--- config.mk ---
export PLATFORM = sky130hd
export DESIGN_NAME = gfst_seq
export DESIGN_NICKNAME = d
export VERILOG_FILES = /design/src/gfst_pkg.sv /design/src/gfst_timer.sv /design/src/gfst_seq.sv
export SDC_FILE = /design/constraint.sdc
export NUM_CORES = 1
export LEC_CHECK = 0
export ABC_AREA = 1
export BUFFER_PORTS_ARGS = -buffer_cell sky130_fd_sc_hd__buf_2
export CAP_MARGIN = 20
export CORE_ASPECT_RATIO = 1.2
export CORE_MARGIN = 2
export CORE_UTILIZATION = 50
export DETAILED_ROUTE_END_ITERATION = 12
export PLACE_DENSITY_LB_ADDON = 0.2
export SETUP_SLACK_MARGIN = 0.4
export SYNTH_ARGS = -nofsm -noshare
export SYNTH_HDL_FRONTEND = slang
export SYNTH_SLANG_ARGS = --single-unit
--- constraint.sdc ---
create_clock -name clk_i -period 4.5 [get_ports clk_i]
set_clock_uncertainty 0.05 [all_clocks]
set_input_delay 0.9 -clock clk_i [delete_from_list [all_inputs] [get_ports clk_i]]
set_output_delay 0.9 -clock clk_i [all_outputs]
set_load 0.02 [all_outputs]
--- src/gfst_pkg.sv ---
// shared constants and carrier types of the self-test sequencer
package gfst_pkg;
  // clock and time base
  localparam int CLK_PERIOD_PS = 8000;
  localparam int TICK_US = 1000;
  localparam int TICK_CYCLES = (TICK_US * 1000 * 1000) / CLK_PERIOD_PS;
  localparam int TCNT_W = 17;
  localparam int TMR_W = 23;

  // timer periods and the end-of-life blink frequency in their own units
  localparam int FIRST_MS = 1016;
  localparam int PERIOD_S = 5400;
  localparam int TESTOUT_MS = 66;
  localparam int PHASE_MS = 60;
  localparam int EOL_FREQ_MHZ = 3750;

  // timer periods in ticks
  localparam int FIRST_TICKS = (FIRST_MS * 1000) / TICK_US;
  // divide first: seconds times a million overflows a 32-bit int
  localparam int PERIOD_TICKS = PERIOD_S * (1000000 / TICK_US);
  localparam int TESTOUT_TICKS = (TESTOUT_MS * 1000) / TICK_US;
  localparam int PHASE_TICKS = (PHASE_MS * 1000) / TICK_US;
  localparam int BLINK_HALF_MS = 1000000 / (2 * EOL_FREQ_MHZ);
  localparam int BLINK_TICKS = (BLINK_HALF_MS * 1000) / TICK_US;

  typedef enum logic [2:0] {
    GFST_FIRST,
    GFST_IDLE,
    GFST_POS,
    GFST_BIAS,
    GFST_INJ,
    GFST_CHECK,
    GFST_EOL
  } gfst_state_t;

  typedef struct packed {
    logic pos_half;    // phase comparator: positive half-cycle
    logic near_end;    // phase comparator: near end of positive half
    logic anode_sense; // anode comparator: current above threshold
  } gfst_sense_t;

  typedef struct packed {
    logic bias_en;      // anode-sense pre-charge source
    logic fault_inject; // simulated ground fault drive
  } gfst_drive_t;
endpackage : gfst_pkg

--- src/gfst_timer.sv ---
// one-shot down-counting timer stepped by the shared time-base tick
`timescale 1ns/1ps
module gfst_timer #(
  parameter int W = 23
) (
  input wire logic clk_i,            // system clock
  input wire logic rstn_i,           // synchronous reset, active low
  input wire logic start_i,          // load and run
  input wire logic stop_i,           // abandon a running count
  input wire logic tick_i,           // time-base tick
  input wire logic [W-1:0] load_i,   // period in ticks, at least one
  output logic done_o,               // one-cycle expiry pulse
  output logic busy_o                // counting
);
  logic [W-1:0] cnt;

  always_ff @(posedge clk_i) begin
    if (!rstn_i) begin
      cnt <= '0;
      busy_o <= 1'b0;
      done_o <= 1'b0;
    end else begin
      done_o <= 1'b0;
      if (start_i) begin
        cnt <= load_i;
        busy_o <= 1'b1;
      end else if (stop_i) begin
        busy_o <= 1'b0;
      end else if (busy_o && tick_i) begin
        if (cnt <= W'(1)) begin
          busy_o <= 1'b0;
          done_o <= 1'b1;
        end else begin
          cnt <= cnt - W'(1);
        end
      end
    end
  end
endmodule : gfst_timer

--- src/gfst_seq.sv ---
// self-test sequencer of a ground-fault interrupter
`timescale 1ns/1ps
module gfst_seq
  import gfst_pkg::*;
#(
  parameter int TICK_CYC = gfst_pkg::TICK_CYCLES,
  parameter int FIRST_T = gfst_pkg::FIRST_TICKS,
  parameter int PERIOD_T = gfst_pkg::PERIOD_TICKS,
  parameter int TESTOUT_T = gfst_pkg::TESTOUT_TICKS,
  parameter int PHASE_T = gfst_pkg::PHASE_TICKS,
  parameter int BLINK_T = gfst_pkg::BLINK_TICKS
) (
  input wire logic clk_i,                    // system clock, 125 MHz
  input wire logic rstn_i,                   // power-on reset, active low
  input wire gfst_pkg::gfst_sense_t sense_i, // filtered comparator levels
  output gfst_pkg::gfst_drive_t drive_o,     // test drive to the pins
  output logic end_of_life_alarm_o,          // end-of-life alarm pin
  output logic test_active_o,                // a test cycle is running
  output logic pass_o,                       // one-cycle pulse on a pass
  output logic phase_fail_o                  // alarm came from the phase check
);
  import gfst_pkg::*;

  gfst_state_t state;
  gfst_state_t next_state;
  logic [TCNT_W-1:0] tick_cnt;
  logic tick;
  logic booted;
  logic prev_pos;
  logic prev_near;
  logic cont_ok;
  logic trig_ok;
  logic phase_seen;
  logic first_start;
  logic first_done;
  logic tout_start;
  logic tout_stop;
  logic tout_done;
  logic phase_done;
  logic blink_start;
  logic blink_done;
  logic near_rise;
  logic pos_fall;
  logic pos_rise;
  logic in_test;
  logic phase_bad;

  // the four states of a running test cycle
  function automatic logic is_test(input gfst_state_t s);
    return (s == GFST_POS) || (s == GFST_BIAS) || (s == GFST_INJ) || (s == GFST_CHECK);
  endfunction : is_test

  // one free-running time base; every timer counts its ticks
  always_ff @(posedge clk_i) begin
    if (!rstn_i) begin
      tick_cnt <= '0;
      tick <= 1'b0;
    end else if (tick_cnt == TCNT_W'(TICK_CYC - 1)) begin
      tick_cnt <= '0;
      tick <= 1'b1;
    end else begin
      tick_cnt <= tick_cnt + TCNT_W'(1);
      tick <= 1'b0;
    end
  end

  always_ff @(posedge clk_i) begin
    if (!rstn_i) begin
      booted <= 1'b0;
      prev_pos <= 1'b0;
      prev_near <= 1'b0;
    end else begin
      booted <= 1'b1;
      prev_pos <= sense_i.pos_half;
      prev_near <= sense_i.near_end;
    end
  end

  // the first sample after reset has no true previous level, so no edge is taken
  // then: a phase pin stuck high must not pass the phase check
  assign near_rise = booted && sense_i.near_end && !prev_near;
  assign pos_fall = booted && !sense_i.pos_half && prev_pos;
  assign pos_rise = booted && sense_i.pos_half && !prev_pos;
  assign in_test = is_test(state);
  // an open or shorted phase pin never toggles
  assign phase_bad = phase_done && !phase_seen && !(pos_fall || pos_rise);

  always_comb begin
    next_state = state;
    case (state)
      GFST_FIRST: if (first_done) next_state = GFST_POS;
      GFST_IDLE: if (first_done) next_state = GFST_POS;
      GFST_POS: if (near_rise) next_state = GFST_BIAS;
      GFST_BIAS: if (pos_fall) next_state = GFST_INJ;
      GFST_INJ: begin
        if (!sense_i.anode_sense) next_state = GFST_CHECK;
        else if (pos_rise) next_state = GFST_POS; // no trigger: retry
      end
      GFST_CHECK: next_state = cont_ok ? GFST_IDLE : GFST_POS;
      GFST_EOL: next_state = GFST_EOL;
      default: next_state = GFST_FIRST;
    endcase
    // time-out outranks a pass landing in the same cycle
    if (in_test && tout_done) next_state = GFST_EOL;
    if (phase_bad) next_state = GFST_EOL;
  end

  assign first_start = !booted ||
                       (state == GFST_CHECK && next_state == GFST_IDLE);
  assign tout_start = (state == GFST_FIRST || state == GFST_IDLE) &&
                      next_state == GFST_POS;
  assign tout_stop = next_state == GFST_IDLE || next_state == GFST_EOL;
  assign blink_start = next_state == GFST_EOL && (state != GFST_EOL || blink_done);

  always_ff @(posedge clk_i) begin
    if (!rstn_i) state <= GFST_FIRST;
    else state <= next_state;
  end

  // cycle latches
  always_ff @(posedge clk_i) begin
    if (!rstn_i) begin
      cont_ok <= 1'b0;
      trig_ok <= 1'b0;
    end else if (next_state == GFST_IDLE || next_state == GFST_EOL) begin
      cont_ok <= 1'b0;
      trig_ok <= 1'b0;
    end else begin
      if ((state == GFST_POS || state == GFST_BIAS) && sense_i.pos_half && sense_i.anode_sense)
        cont_ok <= 1'b1;
      if (state == GFST_INJ && !sense_i.anode_sense)
        trig_ok <= 1'b1;
      else if (state == GFST_CHECK)
        trig_ok <= 1'b0;
    end
  end

  always_ff @(posedge clk_i) begin
    if (!rstn_i) phase_seen <= 1'b0;
    else if (pos_fall || pos_rise) phase_seen <= 1'b1;
  end

  // drive follows the next state so it drops in the cycle after a trigger
  always_ff @(posedge clk_i) begin
    if (!rstn_i) begin
      drive_o <= '0;
    end else begin
      drive_o.bias_en <= next_state == GFST_BIAS || next_state == GFST_INJ;
      drive_o.fault_inject <= next_state == GFST_INJ;
    end
  end

  always_ff @(posedge clk_i) begin
    if (!rstn_i) begin
      end_of_life_alarm_o <= 1'b0;
      phase_fail_o <= 1'b0;
      pass_o <= 1'b0;
      test_active_o <= 1'b0;
    end else begin
      if (next_state != GFST_EOL) end_of_life_alarm_o <= 1'b0;
      else if (state != GFST_EOL) end_of_life_alarm_o <= 1'b1;
      else if (blink_done) end_of_life_alarm_o <= !end_of_life_alarm_o;
      if (phase_bad && state != GFST_EOL) phase_fail_o <= 1'b1;
      pass_o <= state == GFST_CHECK && next_state == GFST_IDLE;
      test_active_o <= is_test(next_state);
    end
  end

  gfst_timer #(.W(TMR_W)) u_first (
    .clk_i(clk_i), .rstn_i(rstn_i), .start_i(first_start), .stop_i(1'b0),
    .tick_i(tick), .load_i(booted ? TMR_W'(PERIOD_T) : TMR_W'(FIRST_T)),
    .done_o(first_done), .busy_o()
  );
  gfst_timer #(.W(TMR_W)) u_tout (
    .clk_i(clk_i), .rstn_i(rstn_i), .start_i(tout_start), .stop_i(tout_stop),
    .tick_i(tick), .load_i(TMR_W'(TESTOUT_T)), .done_o(tout_done), .busy_o()
  );
  gfst_timer #(.W(TMR_W)) u_phase (
    .clk_i(clk_i), .rstn_i(rstn_i), .start_i(!booted), .stop_i(1'b0),
    .tick_i(tick), .load_i(TMR_W'(PHASE_T)), .done_o(phase_done), .busy_o()
  );
  gfst_timer #(.W(TMR_W)) u_blink (
    .clk_i(clk_i), .rstn_i(rstn_i), .start_i(blink_start), .stop_i(1'b0),
    .tick_i(tick), .load_i(TMR_W'(BLINK_T)), .done_o(blink_done), .busy_o()
  );

  a_reset_state: assert property (@(posedge clk_i) disable iff (!rstn_i)
    $rose(rstn_i) |-> state == GFST_FIRST && !end_of_life_alarm_o && drive_o == '0)
    else $error("state not cleared by reset");
  a_first_go: assert property (@(posedge clk_i) disable iff (!rstn_i)
    state == GFST_FIRST && first_done && !phase_bad |=> state == GFST_POS && test_active_o)
    else $error("first cycle did not start");
  a_cont_latch: assert property (@(posedge clk_i) disable iff (!rstn_i)
    state == GFST_POS && sense_i.pos_half && sense_i.anode_sense &&
    next_state == GFST_BIAS |=> cont_ok)
    else $error("continuity latch missed");
  a_near_bias: assert property (@(posedge clk_i) disable iff (!rstn_i)
    state == GFST_POS && near_rise && !tout_done && !phase_bad |=> drive_o.bias_en)
    else $error("bias not enabled near end of half-cycle");
  a_inject_start: assert property (@(posedge clk_i) disable iff (!rstn_i)
    state == GFST_BIAS && pos_fall && !tout_done && !phase_bad |=> drive_o.fault_inject)
    else $error("fault injection did not start");
  a_inj_bias: assert property (@(posedge clk_i) disable iff (!rstn_i)
    drive_o.fault_inject |-> drive_o.bias_en)
    else $error("injection without bias");
  a_trig_release: assert property (@(posedge clk_i) disable iff (!rstn_i)
    state == GFST_INJ && !sense_i.anode_sense && !tout_done && !phase_bad |=>
    trig_ok && !drive_o.fault_inject &&
    !drive_o.bias_en)
    else $error("drive not removed after trigger");
  a_pass_idle: assert property (@(posedge clk_i) disable iff (!rstn_i)
    state == GFST_CHECK && cont_ok && trig_ok && !tout_done && !phase_bad |=>
    pass_o && state == GFST_IDLE ##1 !pass_o && !cont_ok && !trig_ok)
    else $error("passing cycle not closed");
  a_tout_eol: assert property (@(posedge clk_i) disable iff (!rstn_i)
    in_test && tout_done |=> state == GFST_EOL && end_of_life_alarm_o)
    else $error("time-out did not latch alarm");
  a_phase_eol: assert property (@(posedge clk_i) disable iff (!rstn_i)
    phase_bad && state != GFST_EOL |=> state == GFST_EOL && phase_fail_o)
    else $error("phase check failure missed");
  a_blink_edge: assert property (@(posedge clk_i) disable iff (!rstn_i)
    state == GFST_EOL && blink_done |=> end_of_life_alarm_o != $past(end_of_life_alarm_o))
    else $error("alarm did not toggle");
  a_period_go: assert property (@(posedge clk_i) disable iff (!rstn_i)
    state == GFST_IDLE && first_done && !phase_bad |=> state == GFST_POS)
    else $error("periodic cycle did not start");
endmodule : gfst_seq

* Word-level counts from Yosys, hierarchy flattened *
Index checks and enable logic that the tools add are counted.

word-level totals
  bits in latches = 0
  bits of input ports = 5
  bits in registers = 132
  output and inout port bits = 6
  bits in writable memories = 0
  memories kept = 0
  word-level logic and storage cells = 181
  bits in read-only memories = 0

operators by class
  eq/ne operators = 22
  add/sub/neg operators = 5
  magnitude comparators = 4
  div/mod/pow operators = 0
  shift-type cells = 0
  multiplexer cells = 44
  reductions and logical operators = 69
  bitwise gates (word level) = 8
  $mul = 0

operators with widths
  kind                                                                     number
  23-bit by 1-bit <= comparator with 1-bit output (second input constant)  4
  23-bit 2-to-1 mux                                                        4
  23-bit by 1-bit subtractor with 23-bit output (second input constant)    4
  7-bit 2-to-1 mux                                                         4
  8-bit 2-to-1 mux                                                         3
  1-bit 2-to-1 mux                                                         21
  3-bit 2-to-1 mux                                                         7
  2-bit AND reduction                                                      10
  1-bit logical AND                                                        19
  3-bit == test (second input constant)                                    6
  6-bit 2-to-1 mux                                                         3
  3-bit one-hot mux with 6 select lines                                    1
  17-bit by 1-bit adder with 17-bit output (second input constant)         1
  17-bit == test (second input constant)                                   1
  3-bit by 2-bit == test with 1-bit output (second input constant)         4
  1-bit logical OR                                                         12
  2-bit nonzero test                                                       6
  2-bit OR reduction                                                       6
  2-bit inequality test (second input constant)                            5
  3-bit AND reduction                                                      3
  1-bit NOT                                                                8
  1-bit zero test                                                          7
  3-bit by 1-bit == test with 1-bit output (second input constant)         2
  3-bit inequality test (second input constant)                            2
  6 further kinds                                                          9

* Logic depth before layout (Yosys ltp) *
Gate-level depths: netlist of run 1.

  depth after elaboration = 12
  mapped depth = 15

* Modules after synthesis *
A second synthesis of run 1 with hierarchy kept.

unflattened totals
  cells, all modules = 1510
  area, all modules = 9031.2 sq um

by module, submodules not included
  module                     instances  cells each  area each (sq um)
  gfst_timer at u_blink ...  3          318         1845.5
  gfst_timer at u_tout       1          317         1843.0
  gfst_seq                   1          239         1651.6

* Worst setup path after synthesis of run 1 *
Ideal clock, no wire load.

  path kind = input to register
  start point = input sense_i[2] (netlist name)
  end point = register u_blink.cnt[3]
  arrival = 2.164 ns
  library setup time = 0.119 ns
  stages = 11
  buffers on the path = 2
  slack = 2.167 ns
  data required time = 4.331 ns
  cell sequence = inv_1 -> nand3_1 -> nand2_1 -> nand3_1 -> o21ai_2 -> nand3_4 -> or2_1 -> buf_4 -> nand2_4 -> buf_6 -> nor3_2

between the ends
  cells in the longest elaborated chain, start to end = 10

ends and longest elaborated chain
  element                                                                   RTL line                         text
  start: declaration                                                        gfst_seq.sv:15                   input wire gfst_pkg::gfst_sense_t sense_i,
  1-bit logical AND or 1-bit zero test (tied branches)                      gfst_seq.sv:83, gfst_seq.sv:82
  1-bit logical AND (on tied branches)                                      gfst_seq.sv:83, gfst_seq.sv:82
  3-bit 2-to-1 mux or 1-bit logical AND (tied branches)                     gfst_seq.sv:97, gfst_seq.sv:82
  3-bit 2-to-1 mux (tied with other cells)                                  gfst_seq.sv:96                   if (!sense_i.anode_sense) next_state = GFST_CHECK;
  3-bit one-hot mux with 6 select lines or 1-bit zero test (tied branches)  gfst_seq.sv:90, gfst_seq.sv:86
  3-bit 2-to-1 mux or 1-bit logical AND (tied branches)                     gfst_seq.sv:104, gfst_seq.sv:86
  3-bit 2-to-1 mux (*)                                                      gfst_seq.sv:105                  if (phase_bad) next_state = GFST_EOL;
  3-bit == test (*)                                                         gfst_seq.sv:113                  assign blink_start = next_state == GFST_EOL && (state != GFST_EOL || blink_done);
  1-bit logical AND (*)                                                     gfst_seq.sv:113
  2-bit OR reduction (no source line) (*)                                   n/a
  end signal: assignment                                                    gfst_timer.sv:25                 cnt <= load_i;
  end signal: assignment                                                    gfst_timer.sv:34                 cnt <= cnt - W'(1);
  end: declaration                                                          gfst_timer.sv:15                 logic [W-1:0] cnt;

Mark *: on every way between the ends. The rest lies on a longest branch, timed or not.
A chain may end at the register's enable or synchronous reset.

* Worst setup path after layout of run 1 *
  start point = register u_blink.cnt[16]
  end point = register u_blink.cnt[13]

between the ends
  cells in the longest elaborated chain, start to end = 3

ends and longest elaborated chain
  element                                          RTL line          text
  23-bit by 1-bit <= comparator with 1-bit output  gfst_timer.sv:30  if (cnt <= W'(1)) begin
  1-bit NOT (no source line)                       n/a
  2-bit AND reduction (no source line)             n/a

Every way passes these cells.

==> results of run 1 <==
cells by family (layout without fill, tap and decap cells):
group	Yosys count	in the layout	share of synthesized area, %
xor gates and xnor gates	55	55	6.53
buffers and inverters	151	167	8.46
adders and majority gates	9	9	1.53
DFF	132	132	35.8
AOI/OAI and AO/OA	120	120	8.92
and+or+nand+nor	659	659	38.7
worst max-delay path by stage:
stage	from	end	slack [ns]	cells past startpoint
final	u_blink.cnt[16]	u_blink.cnt[13]	1.73	11
after global routing	u_blink.cnt[4]	u_blink.cnt[13]	1.44	11
after CTS	u_blink.cnt[16]	u_blink.cnt[13]	1.78	11
after detailed placement	sense_i[2]	u_tout.cnt[18]	1.42	11
after global placement	sense_i[2]	u_tout.cnt[13]	1.50	11
after floorplan	sense_i[2]	u_blink.cnt[3]	2.17	11
layout make-up:
type	instances	share of cell area [%]
Tap cell	175	2.69
Inverter	122	5.63
Multi-Input combinational cell	843	50.5
Clock buffer	19	5.57
Clock inverter	13	2.23
Timing Repair Buffer	13	0.892
Sequential cell	132	32.5
power breakdown:
| part | switching (mW) | internal (mW) |
|---|---|---|
| clock | 0.522 | 0.953 |
| sequential | 0.0142 | 1.19 |
| combinational | 0.0958 | 0.0442 |
metal layers:
| layer | vias to the layer above | track usage, % | part of all wire (%) |
|---|---|---|---|
| met4 | 0 | 8.43 | 1.5 |
| met2 | 87 | 37.3 | 48 |
| met1 | 3013 | 26.8 | 48 |
| met3 | 20 | 4.30 | 2.9 |
| met5 | - | 0 | 0 |
| li1 | 3606 | - | - |
state kept, by name, indices dropped and copies added (netlist names), 2 cells and up:
signal / count
u_first.cnt: 23
drive_o: 2
u_blink.cnt: 23
state: 3
tick_cnt: 17
u_phase.cnt: 23
u_tout.cnt: 23
Yosys cell counts, types with 4 or more instances:
cell type,count
buf_4,5
nor2_1,214
a21oi_1,70
nand3_1,96
nor2_2,6
or2_2,8
dfxtp_1,132
nand4_1,21
buf_2,7
nor3_1,30
clkbuf_1,11
xnor2_1,18
nand2_1,252
nor4_1,11
o21a_1,4
inv_2,4
a31oi_1,6
xor2_1,37
inv_1,117
o21ai_0,28
ha_1,9
nand2_2,4
a21oi_2,9
buf_6,4
through the flow:
step	util, %	total power [mW]	hold slack [ns]
floorplan	-	1.34	0.367
global placement	52.1	1.36	0.381
detailed placement	52.1	1.37	0.389
CTS	56.5	2.85	0.402
global route	56.5	2.91	0.426
finish	56.5	2.81	0.401
==> metrics.txt, run 1 <==
outcome finished clean; Worst VDD drop 0.000211 V; hold depth 1; largest net degree at the start of global routing 27; commonest non-fill, non-tap cell in the layout nand2_1; most frequent cells in the layout nand2_1 (252), nor2_1 (214), dfxtp_1 (132), inv_1 (117), nand3_1 (96); startpoint types register; Num CTS Buffers 17; most frequent cell on the critical path nand3_1; Worst path slowest cell clkinv_1; DP Area 7500 sq um; Avg Cell Area, Syn 6.55 sq um; Synth Instances 1126; Setup TNS Final 0 ns; Hold Buf Count CTS 0; Seq/Total Area, Yosys 35.8%; Hold Fails Final Rpt 0; vias in the first global route 6211; vias per cell 5.11; Die Width 115 microns; Post-Syn Area 7380 sq um; critical path type register to register; row count 48; Hold Crit Class register to register; worst reg2reg path startpoint u_blink.cnt[16]; crit-path cells nor2_1 > nand2_1 > nor3_1 > nand3_1 > nand3_1 > clkinv_1 > nand3_1 > nor2_1 > nand2_1 > nand3_1 > nor2_1; Clock Tree Root clkbuf_16; Synth-to-Final Area Change 10.3%; first-pass GRT wire length 27900 microns; Critical Path RT 4.81 ns; async set-reset flop share out of synthesis 0%; Synth cell types 40; Finished Layout Cells 1317; wire per inst 12.5 microns; Final Max Slew Viols 0; P per Cell Area 346 nW/um^2; # IOs 11; final WL 16400 microns; fmax 0.361 GHz; setup slack, reg-to-reg 1.73 ns; Worst R2R End u_blink.cnt[13]; Remaining DRCs 0; Top delay family on crit path simple AND/OR/NAND/NOR gates; Final Setup Violations 0; All-Layer GR Usage 21.8%; port bufs 10; postcts setup bufs 0; final worst slack 1.73 ns; data arrival time of the worst path 3.08 ns; Lkg Pwr 3.60 nW; synth top area cells dfxtp_1 (36%), nand2_1 (13%), nor2_1 (11%), nand3_1 (6.5%), inv_1 (6.0%); Worst R2R Path Depth 11; via count 6726; antenna violations before repair 0; Initial Util 51.2%; ant diodes 0; Period minus WS final 2.77 ns; Placeable Area 14400 sq um; maximum fanout along the worst path 19; pre-CTS WS 1.42 ns; clock sinks 132; Synth top area share 35.8%; Worst Path Buf+Inv 1; dominant synthesized flop cell dfxtp_1; height of the chip 137 microns; multi-input logic area 4110 sq um; Post-synth EDFFs 0; worst slew pin tran 0.958 ns; RSZ-0062 raised after global routing false; post-route cell area 8140 sq um; clock transition at the registers of the reported paths 0.06 ns; register area 2640 sq um; DRT iter0 DRCs 364; Antenna Violating Nets Remaining 0; gpl congestion 0.882; Detail Placement HPWL 11700 microns; max-cap violation count 0; GRT overflow 0; share of cells above drive strength 1 7.62%; Seq cells post-synth 132; 1st-pass router iterations 5; Crit. End Element register; CTS resizes 0; area leader, netlist dfxtp_1; crit share post-route 61.5%; hold path start tick_cnt[0]; die area 15700 sq um; Hold EP tick_cnt[0]; CTS max path bufs 2; Layout Nets 1143; crit-path max cell delay 0.60 ns; worst skew pair latency 0.42 ns; number of warnings issued by yosys 0; Slew Limit Headroom 35.9%; CTS tree done; Filler Cell Count 1404; syn_nets 1140; CTS HTree Levels 4; placed instance count 1285
Note: power is estimated with default switching activity, not from simulation.
==> inputs of run 2 (changes only) <==
==> constraint.sdc (replaced) <==
create_clock -name clk_i -period 2.67 [get_ports clk_i]
set_clock_uncertainty 0.05 [all_clocks]
set_input_delay 0.534 -clock clk_i [delete_from_list [all_inputs] [get_ports clk_i]]
set_output_delay 0.534 -clock clk_i [all_outputs]
set_load 0.02 [all_outputs]
==> run 2 against run 1 <==
Hold slack got worse by 0.13 ns; register-to-register slack worse by 1.2 ns; non-clock buffer count up 9; sequential power rose by 68%; largest power group unchanged.
==> metrics.txt, run 2 (synthesized netlist as in run 1, its figures left out) <==
outcome finished clean; commonest non-fill, non-tap cell in the layout nand2_1; Min Hold Slack 0.270 ns (-0.131 ns); 1st-pass router iterations 5 (unchanged); die area 15700 sq um (unchanged); maximum fanout along the worst path 20 (+1); gpl congestion 0.944 (+7.0%); ant diodes 0 (unchanged); final WL 17100 microns (+3.8%); Slew Limit Headroom 62.4% (+26 points); Synth-to-Final Area Change 11.8%; wire per inst 12.8 microns (+3.0%); P per Cell Area 567 nW/um^2 (+64%); CTS tree done; Lkg Pwr 3.66 nW (+1.9%); largest net degree at the start of global routing 23 (-15%); Filler Cell Count 1468 (+4.6%); via count 6931 (+3.0%); Die Width 115 microns (unchanged); Placeable Area 14400 sq um (unchanged); RSZ-0062 raised after global routing true; # IOs 11 (unchanged); setup slack, reg-to-reg 0.58 ns (-1.15 ns); clock transition at the registers of the reported paths 0.06 ns (about the same); crit share post-route 78.3% (+17 points); Clock Tree Root clkbuf_16; most frequent cells in the layout nand2_1 (251), nor2_1 (212), dfxtp_1 (129), inv_1 (116), nand3_1 (95); Worst R2R Path Depth 10 (-1); worst slew pin tran 0.563 ns (-0.396 ns); clock sinks 132 (unchanged); Hold EP prev_near; antenna violations before repair 0 (unchanged); vias per cell 5.22 (+2.2%); first-pass GRT wire length 28900 microns (+3.6%); Final Max Slew Viols 0 (unchanged); GRT overflow 0 (unchanged); Setup TNS Final 0 ns (unchanged); Worst R2R End u_blink.cnt[15]; critical path type register to register; Critical Path RT 2.93 ns (-1.88 ns); max-cap violation count 0 (unchanged); data arrival time of the worst path 2.35 ns (-0.73 ns); Hold Crit Class input pin to register; Initial Util 51.2% (unchanged); Remaining DRCs 0 (unchanged); Worst VDD drop 0.000436 V (+110%); worst reg2reg path startpoint state[1]; port bufs 10 (unchanged); hold depth 3 (+2); CTS HTree Levels 4 (unchanged); Detail Placement HPWL 11800 microns (+1.5%); Antenna Violating Nets Remaining 0 (unchanged); Hold Buf Count CTS 0 (unchanged); Final Setup Violations 0 (unchanged); Period minus WS final 2.09 ns (-0.678 ns); share of cells above drive strength 1 9.28% (+1.7 points); Hold Fails Final Rpt 0 (unchanged); CTS max path bufs 2 (unchanged); worst skew pair latency 0.43 ns (about the same); hold path start sense_i[1]; startpoint types register; Layout Nets 1154 (+0.96%); All-Layer GR Usage 22.7% (+0.91 points); DRT iter0 DRCs 423 (+16%); Crit. End Element register; fmax 0.478 GHz (+32%); row count 48 (unchanged); vias in the first global route 6425 (+3.4%); Num CTS Buffers 17 (unchanged); height of the chip 137 microns (unchanged)
-- run 2: power breakdown --
| part | leakage [nW] | internal (mW) | switching (mW) | total (mW) |
|---|---|---|---|---|
| combinational | 2.29 | 0.0805 | 0.163 | 0.244 |
| clock | 0.302 | 1.51 | 0.895 | 2.41 |
| sequential | 1.07 | 2.00 | 0.0256 | 2.02 |
| total | 3.66 | 3.59 | 1.08 | 4.67 |
-- run 2: worst max-delay path by stage --
stage / startpoint / endpoint / cells after the start
floorplan: sense_i[2] / u_blink.cnt[3] / 11
CTS: state[2] / u_first.cnt[16] / 11
finish: state[1] / u_blink.cnt[15] / 10
detailed placement: sense_i[2] / u_tout.cnt[10] / 12
global route: state[1] / u_tout.cnt[16] / 12
global placement: sense_i[2] / u_first.cnt[16] / 11
-- run 2: worst max-delay path, stage by stage, from the launching register on --
cell and delay (ns):
dfxtp_1 0.45, inv_2 0.10, nor2_2 0.18, a21oi_1 0.07
nand3_1 0.10, nor2_2 0.05, nand2_1 0.15, nand3_4 0.12
or2_1 0.33, nand2_4 0.27, nor2_1 0.08
-- run 2: per-layer routing --
layer  track usage, %  vias to the layer above  routed length (microns)
met5                0                        -                        0
met4             7.97                        0                      280
met3             4.83                       26                      508
met2             38.9                      100                     8300
met1             28.1                     3157                     7970
li1                 -                     3648                        -
-- run 2: cell type report --
class	instances	area, sq um	share of cell area (%)
Clock buffer	19	453	5.49
Clock inverter	13	158	1.91
Inverter	122	463	5.61
Multi-Input combinational cell	845	4150	50.4
Sequential cell	132	2650	32.1
Tap cell	175	219	2.65
Timing Repair Buffer	22	156	1.90
-- run 2: repair_timing --
item | CTS | global route
resized for setup | 2 | 11
endpoints found under the hold margin | 0 | 0
pin swaps | 0 | 2
buffers inserted | 0 | 1
cloned | 1 | 1
endpoints found under the setup margin | 18 | 73
-- run 2: through the flow --
stage | utilization [%] | cells | setup WS, ns | power (mW) | cell area, sq um
global placement | 52.5 | 1293 | 0.377 | 2.31 | 7560
detailed placement | 52.5 | 1293 | 0.305 | 2.31 | 7560
finish | 57.2 | 1328 | 0.579 | 4.67 | 8250
floorplan | - | 1126 | 0.703 | 2.25 | 7380
CTS | 56.8 | 1326 | 0.443 | 4.71 | 8190
global route | 57.2 | 1328 | 0.362 | 4.84 | 8250
==> inputs of run 3 (changes only) <==
==> constraint.sdc (replaced) <==
create_clock -name clk_i -period 2.05 [get_ports clk_i]
set_clock_uncertainty 0.05 [all_clocks]
set_input_delay 0.41 -clock clk_i [delete_from_list [all_inputs] [get_ports clk_i]]
set_output_delay 0.41 -clock clk_i [all_outputs]
set_load 0.02 [all_outputs]
==> run 3 against run 2 <==
The flow now finishes with violations (setup timing); sequential power up 31%; cell count grew 8.3%; wire length rose by 34%; register-to-register slack worse by 0.68 ns; die area unchanged; clock-buffer cell count increased by 1; cell area up 27%; flip-flop and latch count unchanged; power increased by 42%; critical path type unchanged.
==> metrics.txt, run 3 (synthesized netlist as in run 1, its figures left out) <==
crit share post-route 105% (+27 points); hold depth 3 (unchanged); Critical Path RT 2.32 ns (-0.61 ns); critical path type register to register; Clock Tree Root clkbuf_16; first-pass GRT wire length 33300 microns (+15%); Hold Fails Final Rpt 0 (unchanged); commonest non-fill, non-tap cell in the layout nand2_1; Worst R2R Path Depth 13 (+3); P_int 5.05 mW (+41%); maximum fanout along the worst path 7 (-65%); outcome complete, but fails checks; vias in the first global route 7173 (+12%); Worst VDD drop 0.000669 V (+53%); height of the chip 137 microns (unchanged); max-cap violation count 0 (unchanged); startpoint types register; clock sinks 132 (unchanged); # IOs 11 (unchanged); Initial Util 51.2% (unchanged); worst slew pin tran 0.433 ns (-0.130 ns); Hold Buf Count CTS 0 (unchanged); Clock power frac 52.2% (+0.7 points); gpl congestion 0.897 (-5.0%); ant diodes 0 (unchanged); antenna violations before repair 0 (unchanged); GRT overflow 0 (unchanged); most frequent cells in the layout nand2_1 (213), nor2_1 (161), dfxtp_1 (106), inv_1 (98), buf_4 (79); CTS tree done; All-Layer GR Usage 26.2% (+3.5 points); Hold Crit Class input pin to register; port bufs 10 (unchanged); share of cells above drive strength 1 32.8% (+23 points); via count 7948 (+15%); Antenna Violating Nets Remaining 0 (unchanged); Net Sw Frac 23.7% (+0.48 points); Placeable Area 14400 sq um (unchanged); Setup TNS Final -0.823 ns (-0.823 ns); final worst slack -0.0991 ns (-0.678 ns); Seq pwr share 39.8% (-3.5 points); 1st-pass router iterations 6 (+1); data arrival time of the worst path 2.42 ns (+0.07 ns); clock transition at the registers of the reported paths 0.06 ns (about the same); Remaining DRCs 0 (unchanged); die area 15700 sq um (unchanged); fmax 0.465 GHz (-2.7%); worst skew pair latency 0.43 ns (about the same); CP startpoint state[2]; wire per inst 15.9 microns (+24%); Final Setup Violations 30 (+30); placed instance count 1323 (+2.3%); largest net degree at the start of global routing 23 (unchanged); Period minus WS final 2.15 ns (+0.0584 ns); hold path start sense_i[1]; Comb pwr share 8.0% (+2.8 points); failing checks setup timing; vias per cell 5.53 (+5.9%); CTS HTree Levels 4 (unchanged); Die Width 115 microns (unchanged); P per Cell Area 634 nW/um^2 (+12%); total net switching power 1.57 mW (+45%); Lkg Pwr 4.59 nW (+25%); Slew Limit Headroom 70.9% (+8.6 points); final WL 22900 microns (+34%); DRT iter0 DRCs 692 (+64%); Final Max Slew Viols 0 (unchanged); worst reg2reg path startpoint state[2]; Crit. End Element register; RSZ-0062 raised after global routing true; CTS max path bufs 2 (unchanged); Num CTS Buffers 17 (unchanged); Finished Layout Cells 1438 (+8.3%); Layout Nets 1264 (+9.5%); Detail Placement HPWL 12400 microns (+4.8%); Synth-to-Final Area Change 41.7%; row count 48 (unchanged)
[run 3: power groups by stage]
| stage | logic [mW] | registers (mW) | clock network, mW |
|---|---|---|---|
| finish | 0.529 | 2.64 | 3.46 |
| global route | 0.571 | 2.64 | 3.59 |
| CTS | 0.442 | 2.64 | 3.48 |
| detailed placement | 0.350 | 2.69 | 0 |
| global placement | 0.350 | 2.69 | 0 |
| floorplan | 0.267 | 2.68 | 0 |
[run 3: layout make-up]
type | instances | area (sq um)
clock buffer | 20 | 467
clock inverter | 12 | 200
fill | 1054 | 3960
inverter | 122 | 488
multi-input combinational | 845 | 5070
sequential | 132 | 2710
tap | 175 | 219
timing repair buffer | 132 | 1290
[run 3: timing repair]
| action | 4_1_cts | 5_1_grt |
|---|---|---|
| gates resized for setup | 168 | 144 |
| pin swaps | 47 | 55 |
| setup buffers | 53 | 21 |
| setup endpoints to repair | 111 | 112 |
| gates cloned | 7 | 2 |
[run 3: final timing paths]
kind | endpoint | slack [ns]
worst min register to register | tick_cnt[0] | 0.39
worst max-delay path | u_first.cnt[20] | -0.1
worst max register to register | u_first.cnt[20] | -0.1
worst min-delay path | prev_near | 0.18
[run 3: metrics by stage]
stage               util, %  instance area (sq um)  worst slack (ns)  hold WS (ns)  power, mW
global route           72.5                  10500            -0.244         0.181       6.80
floorplan                 -                   7520             0.290         0.367       2.95
CTS                    67.7                   9760             0.180         0.180       6.56
global placement       55.3                   7980            0.0732         0.385       3.04
detailed placement     55.3                   7980            0.0285         0.387       3.04
finish                 72.5                  10500           -0.0991         0.177       6.62
[run 3: worst max-delay path, stage by stage, from the launching register on]
cell,delay [ns]
dfxtp_4,0.37
buf_12,0.14
inv_2,0.09
nand3_2,0.09
nor2_1,0.21
nor2_1,0.11
nand3_1,0.14
nor2_4,0.06
buf_6,0.12
nand4_4,0.10
nand3_4,0.15
buf_4,0.18
o21ai_0,0.16
nor2_1,0.06
[run 3: routing by layer]
metal	global-route usage, %	share of wire [%]	vias up
met1	31.0	41	3700
met4	11.0	4.0	0
met3	4.69	4.3	88
met5	0	0	-
met2	46.5	51	278
li1	-	-	3882
